$ cat src/hdl/nmisl_pkg.sv
package nmisl_pkg;

    // i/o port addresses
    localparam logic [15:0] NMISL_PORT_MAIN   = 16'h0061;
    localparam logic [15:0] NMISL_PORT_MASK   = 16'h0070;
    localparam logic [15:0] NMISL_PORT_EXT    = 16'h0461;
    localparam logic [15:0] NMISL_PORT_SWTRIG = 16'h0462;

    // main port fields
    localparam int NMISL_MAIN_PAR_STAT  = 7;
    localparam int NMISL_MAIN_CHK_STAT  = 6;
    localparam int NMISL_MAIN_CHK_DIS   = 3;
    localparam int NMISL_MAIN_PAR_DIS   = 2;

    // extended port fields
    localparam int NMISL_EXT_FST_STAT   = 7;
    localparam int NMISL_EXT_BTO_STAT   = 6;
    localparam int NMISL_EXT_SW_STAT    = 5;
    localparam int NMISL_EXT_BTO_DIS    = 3;
    localparam int NMISL_EXT_FST_DIS    = 2;
    localparam int NMISL_EXT_SW_DIS     = 1;
    localparam int NMISL_EXT_BUS_RST    = 0;

    // mask port field
    localparam int NMISL_MASK_ALL       = 7;

    // reset values
    localparam logic [3:0] NMISL_MAIN_CTL_RST = 4'h0;
    localparam logic [3:0] NMISL_EXT_CTL_RST  = 4'h0;
    localparam logic [7:0] NMISL_MASK_RST     = 8'h00;
    localparam logic       NMISL_STAT_RST     = 1'h0;
    localparam logic [7:0] NMISL_RDATA_RST    = 8'h00;

    // timing
    localparam int NMISL_CLK_MHZ        = 50;
    localparam int NMISL_MASTER_TO_US   = 8;
    localparam int NMISL_CMD_TO_US      = 32;
    localparam int NMISL_MASTER_TO_CYC  = NMISL_MASTER_TO_US * NMISL_CLK_MHZ;
    localparam int NMISL_CMD_TO_CYC     = NMISL_CMD_TO_US * NMISL_CLK_MHZ;
    localparam int NMISL_CNT_W          = 11;
    localparam logic [NMISL_CNT_W-1:0] NMISL_CNT_RST = 11'h000;

endpackage : nmisl_pkg

$ cat src/hdl/nmisl_top.sv
// Operation
// - parity input latches main status bit 7
// - low channel check latches main status bit 6
// - fail-safe timeout rising edge latches extended bit7
// - master holding 8us without ack: nmi and reset
// - no master timeout while cpu owns bus
// - command active over 32us: nmi and reset
// - timeout reset held until extended bit3 cleared
// - write to trigger port raises software nmi
// - four byte ports, status reads show sources
// - writing disable bit high clears status
// - mask bit 7 gates all nmi sources
// - nmi is level while any source pends
// - extended bit 0 drives bus reset directly
`timescale 1ns/1ps

module nmisl_top
    import nmisl_pkg::*;
(
    input  wire logic        clock,
    input  wire logic        rst_n,
    input  wire logic [15:0] io_addr,
    input  wire logic        io_wr,
    input  wire logic        io_rd,
    input  wire logic [7:0]  io_wdata,
    output logic      [7:0]  io_rdata,
    input  wire logic        parity_err_n,
    input  wire logic        chan_check_n,
    input  wire logic        fail_safe_out,
    input  wire logic        master_owns_bus,
    input  wire logic        master_ack,
    input  wire logic        cpu_owns_bus,
    input  wire logic        cmd_active_n,
    output logic             nmi,
    output logic             bus_reset
);

    logic [3:0]             main_ctl_ff;
    logic [3:0]             ext_ctl_ff;
    logic [7:0]             mask_ff;
    logic                   par_stat_ff;
    logic                   chk_stat_ff;
    logic                   fst_stat_ff;
    logic                   bto_stat_ff;
    logic                   sw_stat_ff;
    logic                   fst_prev_ff;
    logic                   to_rst_ff;
    logic [NMISL_CNT_W-1:0] mst_cnt_ff;
    logic [NMISL_CNT_W-1:0] cmd_cnt_ff;
    logic [7:0]             rdata_ff;

    wire sel_main = (io_addr == NMISL_PORT_MAIN);
    wire sel_mask = (io_addr == NMISL_PORT_MASK);
    wire sel_ext  = (io_addr == NMISL_PORT_EXT);
    wire sel_sw   = (io_addr == NMISL_PORT_SWTRIG);
    wire wr_main  = io_wr && sel_main;
    wire wr_mask  = io_wr && sel_mask;
    wire wr_ext   = io_wr && sel_ext;
    wire wr_sw    = io_wr && sel_sw;

    // a disable bit held high blocks new events; the write that sets it clears its status
    wire par_dis = main_ctl_ff[NMISL_MAIN_PAR_DIS];
    wire chk_dis = main_ctl_ff[NMISL_MAIN_CHK_DIS];
    wire fst_dis = ext_ctl_ff[NMISL_EXT_FST_DIS];
    wire bto_dis = ext_ctl_ff[NMISL_EXT_BTO_DIS];
    wire sw_dis  = ext_ctl_ff[NMISL_EXT_SW_DIS];

    wire par_clr = wr_main && io_wdata[NMISL_MAIN_PAR_DIS];
    wire chk_clr = wr_main && io_wdata[NMISL_MAIN_CHK_DIS];
    wire fst_clr = wr_ext && io_wdata[NMISL_EXT_FST_DIS];
    wire bto_clr = wr_ext && io_wdata[NMISL_EXT_BTO_DIS];
    wire sw_clr  = wr_ext && io_wdata[NMISL_EXT_SW_DIS];

    // events; a set in the same cycle as a clear wins
    wire par_evt = !parity_err_n && !par_dis;
    wire chk_evt = !chan_check_n && !chk_dis;
    wire fst_evt = fail_safe_out && !fst_prev_ff && !fst_dis;
    wire sw_evt  = wr_sw && !sw_dis;

    // cpu ownership or master_ack stops the master count and zeroes it
    wire mst_run = master_owns_bus && !master_ack && !cpu_owns_bus;
    wire mst_to  = mst_run && (mst_cnt_ff == NMISL_CNT_W'(NMISL_MASTER_TO_CYC));
    wire cmd_run = !cmd_active_n;
    wire cmd_to  = cmd_run && (cmd_cnt_ff == NMISL_CNT_W'(NMISL_CMD_TO_CYC));
    wire bto_evt = (mst_to || cmd_to) && !bto_dis;

    wire nxt_par  = par_evt || (par_stat_ff && !par_clr);
    wire nxt_chk  = chk_evt || (chk_stat_ff && !chk_clr);
    wire nxt_fst  = fst_evt || (fst_stat_ff && !fst_clr);
    wire nxt_bto  = bto_evt || (bto_stat_ff && !bto_clr);
    wire nxt_sw   = sw_evt || (sw_stat_ff && !sw_clr);
    // released only by a write that leaves the timeout disable bit at zero
    wire to_rel   = wr_ext && !io_wdata[NMISL_EXT_BTO_DIS];
    wire nxt_to_rst = bto_evt || (to_rst_ff && !to_rel);

    wire [3:0] nxt_main_ctl = wr_main ? io_wdata[3:0] : main_ctl_ff;
    wire [3:0] nxt_ext_ctl  = wr_ext ? io_wdata[3:0] : ext_ctl_ff;
    wire [7:0] nxt_mask     = wr_mask ? io_wdata : mask_ff;

    // counters saturate one past the limit so the event fires once per hold
    wire [NMISL_CNT_W-1:0] nxt_mst_cnt =
        !mst_run ? '0 :
        (mst_cnt_ff > NMISL_CNT_W'(NMISL_MASTER_TO_CYC)) ? mst_cnt_ff :
        mst_cnt_ff + NMISL_CNT_W'(1);
    wire [NMISL_CNT_W-1:0] nxt_cmd_cnt =
        !cmd_run ? '0 :
        (cmd_cnt_ff > NMISL_CNT_W'(NMISL_CMD_TO_CYC)) ? cmd_cnt_ff :
        cmd_cnt_ff + NMISL_CNT_W'(1);

    wire [7:0] main_rd = {par_stat_ff, chk_stat_ff, 2'h0, main_ctl_ff};
    wire [7:0] ext_rd  = {fst_stat_ff, bto_stat_ff, sw_stat_ff, 1'h0, ext_ctl_ff};
    logic [7:0] nxt_rdata;

    // the trigger port is write-only, so it reads as zero like an unmapped port
    always_comb
    begin
        nxt_rdata = rdata_ff;
        if (io_rd && sel_main)
        begin
            nxt_rdata = main_rd;
        end
        else if (io_rd && sel_ext)
        begin
            nxt_rdata = ext_rd;
        end
        else if (io_rd && sel_mask)
        begin
            nxt_rdata = mask_ff;
        end
        else if (io_rd)
        begin
            nxt_rdata = 8'h00;
        end
    end

    wire any_pend = par_stat_ff || chk_stat_ff || fst_stat_ff || bto_stat_ff || sw_stat_ff;

    always_ff @(posedge clock or negedge rst_n)
    begin
        if (!rst_n)
        begin
            main_ctl_ff <= NMISL_MAIN_CTL_RST;
        end
        else
        begin
            main_ctl_ff <= nxt_main_ctl;
        end
    end

    always_ff @(posedge clock or negedge rst_n)
    begin
        if (!rst_n)
        begin
            ext_ctl_ff <= NMISL_EXT_CTL_RST;
        end
        else
        begin
            ext_ctl_ff <= nxt_ext_ctl;
        end
    end

    always_ff @(posedge clock or negedge rst_n)
    begin
        if (!rst_n)
        begin
            mask_ff <= NMISL_MASK_RST;
        end
        else
        begin
            mask_ff <= nxt_mask;
        end
    end

    always_ff @(posedge clock or negedge rst_n)
    begin
        if (!rst_n)
        begin
            par_stat_ff <= NMISL_STAT_RST;
        end
        else
        begin
            par_stat_ff <= nxt_par;
        end
    end

    always_ff @(posedge clock or negedge rst_n)
    begin
        if (!rst_n)
        begin
            chk_stat_ff <= NMISL_STAT_RST;
        end
        else
        begin
            chk_stat_ff <= nxt_chk;
        end
    end

    always_ff @(posedge clock or negedge rst_n)
    begin
        if (!rst_n)
        begin
            fst_stat_ff <= NMISL_STAT_RST;
        end
        else
        begin
            fst_stat_ff <= nxt_fst;
        end
    end

    always_ff @(posedge clock or negedge rst_n)
    begin
        if (!rst_n)
        begin
            bto_stat_ff <= NMISL_STAT_RST;
        end
        else
        begin
            bto_stat_ff <= nxt_bto;
        end
    end

    always_ff @(posedge clock or negedge rst_n)
    begin
        if (!rst_n)
        begin
            sw_stat_ff <= NMISL_STAT_RST;
        end
        else
        begin
            sw_stat_ff <= nxt_sw;
        end
    end

    // resets to the idle low level of the pin, so no false edge follows reset
    always_ff @(posedge clock or negedge rst_n)
    begin
        if (!rst_n)
        begin
            fst_prev_ff <= NMISL_STAT_RST;
        end
        else
        begin
            fst_prev_ff <= fail_safe_out;
        end
    end

    always_ff @(posedge clock or negedge rst_n)
    begin
        if (!rst_n)
        begin
            to_rst_ff <= NMISL_STAT_RST;
        end
        else
        begin
            to_rst_ff <= nxt_to_rst;
        end
    end

    always_ff @(posedge clock or negedge rst_n)
    begin
        if (!rst_n)
        begin
            mst_cnt_ff <= NMISL_CNT_RST;
        end
        else
        begin
            mst_cnt_ff <= nxt_mst_cnt;
        end
    end

    always_ff @(posedge clock or negedge rst_n)
    begin
        if (!rst_n)
        begin
            cmd_cnt_ff <= NMISL_CNT_RST;
        end
        else
        begin
            cmd_cnt_ff <= nxt_cmd_cnt;
        end
    end

    always_ff @(posedge clock or negedge rst_n)
    begin
        if (!rst_n)
        begin
            rdata_ff <= NMISL_RDATA_RST;
        end
        else
        begin
            rdata_ff <= nxt_rdata;
        end
    end

    // a pending source stays a level, so a mask toggle yields a fresh edge
    assign nmi       = any_pend && !mask_ff[NMISL_MASK_ALL];
    assign bus_reset = to_rst_ff || ext_ctl_ff[NMISL_EXT_BUS_RST];
    assign io_rdata  = rdata_ff;

endmodule : nmisl_top

$ cat config.mk
export PLATFORM = sky130hd
export DESIGN_NAME = nmisl_top
export DESIGN_NICKNAME = d
export VERILOG_FILES = /design/src/hdl/nmisl_pkg.sv /design/src/hdl/nmisl_top.sv
export SDC_FILE = /design/constraint.sdc
export NUM_CORES = 1
export LEC_CHECK = 0
export BUFFER_PORTS_ARGS = -buffer_cell sky130_fd_sc_hd__clkbuf_2
export CAP_MARGIN = 40
export CORE_AREA = 2 2 64 96
export CTS_CLUSTER_DIAMETER = 100
export CTS_CLUSTER_SIZE = 16
export DETAILED_ROUTE_END_ITERATION = 8
export DIE_AREA = 0 0 66 98
export HOLD_SLACK_MARGIN = 0.06
export PLACE_DENSITY = 0.72
export SLEW_MARGIN = 20
export SYNTH_ARGS = -nofsm -noshare
export SYNTH_HDL_FRONTEND = slang
export SYNTH_SLANG_ARGS = --single-unit
$ cat constraint.sdc
create_clock -name clock -period 4.45 [get_ports clock]
set_clock_uncertainty 0.05 [all_clocks]
set_input_delay 0.2225 -clock clock [delete_from_list [all_inputs] [get_ports clock]]
set_output_delay 0.2225 -clock clock [all_outputs]
set_load 0.005 [all_outputs]
==> impl.org <==
** Min path
- Along the worst hold path, the cell count comes to 2.
- The tightest min-delay check is of the in2reg type.

** Placed design
- During placement, the flow inserted port buffers numbering 44.
- Routability-driven placement finished with a final weighted congestion of between 0.8 and 0.9.
- Final HPWL from detailed placement :: between 4 and 5 mm
- After detailed placement, the design holds a cell count of 356.

** Pwr
- Power spread over the standard cell area amounts to 270.1 nW/um2.
- Power after layout :: ~0.85 mW
- Across the VDD grid, the largest voltage drop is about 0.18 mV.
- Standby leakage power :: about 1.5 nW

** Timing
- The final hold violation count was 0.
- Number of pins with negative max-slew slack in the final report :: 0
- Subtracting the final worst setup slack from the clock period gives 1.945 ns.
- For the final routed database, the setup TNS stands at 0 ns.
- Relative slew margins :: between 50 and 60%
- Setup violations, final :: 0
- Setup repair after global routing missed its margin :: no
- Final period util :: 43.72%
- Timing-limited maximum frequency :: between 500 and 600 MHz
- At the pin with the least slew margin, the transition time is ~0.67 ns.

** Synthesis
- The synthesized design spends more area on one cell type than any other, namely sky130_fd_sc_hd__dfrtp_1.
- Mapped Avg Cell Area :: between 10 and 15 um2
- In this run the cell area of the synthesized design comes to roughly 2700 um2.
- After technology mapping, the gate count stands at between 200 and 250.
- Distinct cell type count of the synthesized netlist :: 53
- When the netlist entered floorplanning its net count stood at between 200 and 300.
- After synthesis, flip-flops and latches occupy about half of the total area.
- Largest cells by area after synthesis :: sky130_fd_sc_hd__dfrtp_1, sky130_fd_sc_hd__mux2_2, sky130_fd_sc_hd__mux2i_1, sky130_fd_sc_hd__nor4b_4, sky130_fd_sc_hd__o21ai_0
- Share of the synthesized area in the top cell type :: about half
- Syn. warnings :: 0
- Most frequently used flop master after synthesis :: sky130_fd_sc_hd__dfrtp_1
- Flop and latch count out of synthesis :: 53
- Proportion of register bits with asynchronous set or reset after synthesis :: between 90% and 100%
- Number of enable-type register cells in the synthesized netlist :: 0

** Die
- In this run the core area contains 34 standard-cell rows.
- The die is about 66 um wide.
- Floorplan Core Area :: between 5000 and 6000 um2
- Io pins :: 45
- Overall die area :: 6468 um2
- From bottom edge to top edge, the die measures around 98 um.
- Once the floorplan was initialized, standard cells occupied 47.91% of the core.

** Worst setup path
- Startpoint type of the worst setup path :: flop
- Along the worst path, the maximum fanout reaches 16.
- Setup slack on the worst reg-to-reg path comes out at around 2.5 ns.
- Data arrival, critical path :: 2.14 ns
- Worst EP required :: approximately 4.6 ns
- The worst register-to-register path has a depth of 6.
- Crit path kind :: reg2reg
- The worst setup path is captured at a flop.

** Detailed routing
- Count of unresolved DRC violations after routing :: 0
- Dividing the detail-routed via count by the number of cells gives 5.686.
- The first detailed-routing pass took 4 iterations.
- Remaining antenna violation count after routing :: 0
- Detailed-route wire length :: between 5 and 6 mm
- After the first detailed-routing iteration, the DRC count stood at just under 100.
- Vias after detailed routing :: approximately 2100
- In the final routed layout, each cell accounts on average for 15.03 um.

** Finish
- Leaving out fill and tap cells, the most frequent cells in the layout are sky130_fd_sc_hd__dfrtp_1, sky130_fd_sc_hd__clkbuf_2, sky130_fd_sc_hd__nor2_1.
- Area growth from synthesis to layout :: 14.75%
- Number of fill cells :: roughly 500
- Net count of the finished layout :: 332
- Across the whole layout, storage elements account for about 1300 um2.
- Ratio of cells with drive above 1 in the final layout :: between 20% and 30%
- 0 antenna diodes ended up in the layout.
- Final instance count without filler cells :: around 370
- Multi-input gate area in the final layout :: around 1300 um2
- Most common cell after layout, fill and taps aside :: sky130_fd_sc_hd__dfrtp_1

** Global routing
- Entering global routing, the biggest net connects 54 pins.
- Initial antenna violation count :: 0
- The via count of the first global-routing pass is around 2100.
- Global routing consumed, over all layers together, 18.39% of the routing resources.
- The first global-routing pass estimated between 9 and 10 mm of wire.
- Sum of overflow across all layers after global routing :: 0

** Clocking
- Reg clk slew, reported paths :: roughly 0.11 ns
- The root buffer cell chosen for the clock tree is sky130_fd_sc_hd__clkbuf_8.
- Number of H-tree branching levels :: 2
- For the worst-skew pair, the clock arrives at the later sink with an insertion delay of around 0.32 ns.
- TritonCTS built the clock tree.
- The clock drives 53 sinks.
- After clock tree synthesis, the flow added hold-fix buffers numbering 2.
- Postcts setup bufs :: 0
- Clock buffers created by TritonCTS :: 5
- Gates resized during post-CTS repair numbered 0.
- The clock passes through at most 2 buffers.

** Flow run
- The tool flagged a number of max-cap violations equal to 0.

** Run status
- The run finished with clean final reports.
[routing by layer]
layer  global-route usage [%]  routed length, um
met5                        0                  0
met1                    21.92               2254
met4                    6.907                 93
met3                    2.535                200
met2                    32.87               2953
[flip-flops by register name, summed over array words and instances (netlist names)]
name	cells
sw_stat_ff	1
fst_stat_ff	1
cmd_cnt_ff	11
par_stat_ff	1
main_ctl_ff	4
to_rst_ff	1
io_rdata	8
mask_ff	8
ext_ctl_ff	4
fst_prev_ff	1
bto_stat_ff	1
chk_stat_ff	1
mst_cnt_ff	11
[through the flow]
stage          hold slack [ns]  area (um2)  utilization, %  setup slack, ns
3_3_place_gp            0.3030        3017           52.92            2.580
3_5_place_dp            0.3037        3017           52.92            2.517
2_1_floorplan          -0.1231        2731               -            2.736
5_1_grt                0.06470        3134           54.98            2.354
4_1_cts                0.06165        3134           54.98            2.499
6_report               0.07344        3134           54.98            2.505
[Yosys cell counts, types with 2 or more instances]
cell type and number:
sky130_fd_sc_hd__nand2b_1 3, sky130_fd_sc_hd__o21ai_0 14, sky130_fd_sc_hd__dfrtp_1 53, sky130_fd_sc_hd__mux2i_1 8, sky130_fd_sc_hd__or4_1 4, sky130_fd_sc_hd__a21oi_1 11
sky130_fd_sc_hd__nand3_1 9, sky130_fd_sc_hd__and4_1 2, sky130_fd_sc_hd__ha_1 4, sky130_fd_sc_hd__nor2_1 15, sky130_fd_sc_hd__nor4b_4 3, sky130_fd_sc_hd__xnor2_1 5
sky130_fd_sc_hd__nor4_1 3, sky130_fd_sc_hd__xor2_1 2, sky130_fd_sc_hd__o2bb2ai_1 7, sky130_fd_sc_hd__or3b_1 2, sky130_fd_sc_hd__mux2_2 12, sky130_fd_sc_hd__o31ai_1 7
sky130_fd_sc_hd__inv_1 11, sky130_fd_sc_hd__a21o_1 8, sky130_fd_sc_hd__or3_1 4, sky130_fd_sc_hd__o211ai_1 3, sky130_fd_sc_hd__nor4bb_1 4, sky130_fd_sc_hd__nand4_1 6
sky130_fd_sc_hd__nand2_1 9, sky130_fd_sc_hd__nor3_1 5, sky130_fd_sc_hd__and2_1 4
[power breakdown]
group | internal [mW] | switching, mW | total [mW]
clock | 0.118 | 0.177 | 0.295
sequential | 0.484 | 0.00397 | 0.488
combinational | 0.0261 | 0.0370 | 0.0631
total | 0.629 | 0.218 | 0.847
[layout make-up]
class	count	area share [%]
Multi-Input combinational cell	175	42.48
Tap cell	72	2.874
Timing Repair Buffer	47	7.904
Sequential cell	53	42.32
Clock inverter	3	0.9182
Clock buffer	5	2.196
Inverter	11	1.317
[final timing paths]
| check | start | endpoint |
|---|---|---|
| worst max-delay path | cmd_cnt_ff[0] | cmd_cnt_ff[5] |
| max in group asynchronous | rst_n | mst_cnt_ff[1] |
| worst min-delay path | io_wdata[7] | mask_ff[7] |
| worst min register to register | fst_prev_ff | fst_stat_ff |
| min in group asynchronous | rst_n | mst_cnt_ff[0] |
| worst max register to register | cmd_cnt_ff[0] | cmd_cnt_ff[5] |
[kinds of logic (layout without fill, tap and decap cells)]
family	after synthesis	in the layout	share of synthesized area [%]
AO/OA/AOI/OAI	56	56	13.97
XOR/XNOR	7	7	2.245
adder cells (fa/ha/maj)	4	4	1.832
multiplexers	21	21	8.291
AND/OR/NAND/NOR	87	87	22.40
buffers and inverters	16	66	2.702
flip-flops	53	53	48.56
[worst max-delay path, cell delays in order, from the launching register on]
cell                      delay (ns)
sky130_fd_sc_hd__dfrtp_1        0.43
sky130_fd_sc_hd__inv_1          0.11
sky130_fd_sc_hd__ha_1           0.15
sky130_fd_sc_hd__nor4b_4        0.23
sky130_fd_sc_hd__a21oi_2        0.22
sky130_fd_sc_hd__or4_1          0.55
sky130_fd_sc_hd__a21oi_1        0.14
Note: power is estimated with default switching activity, not from simulation.
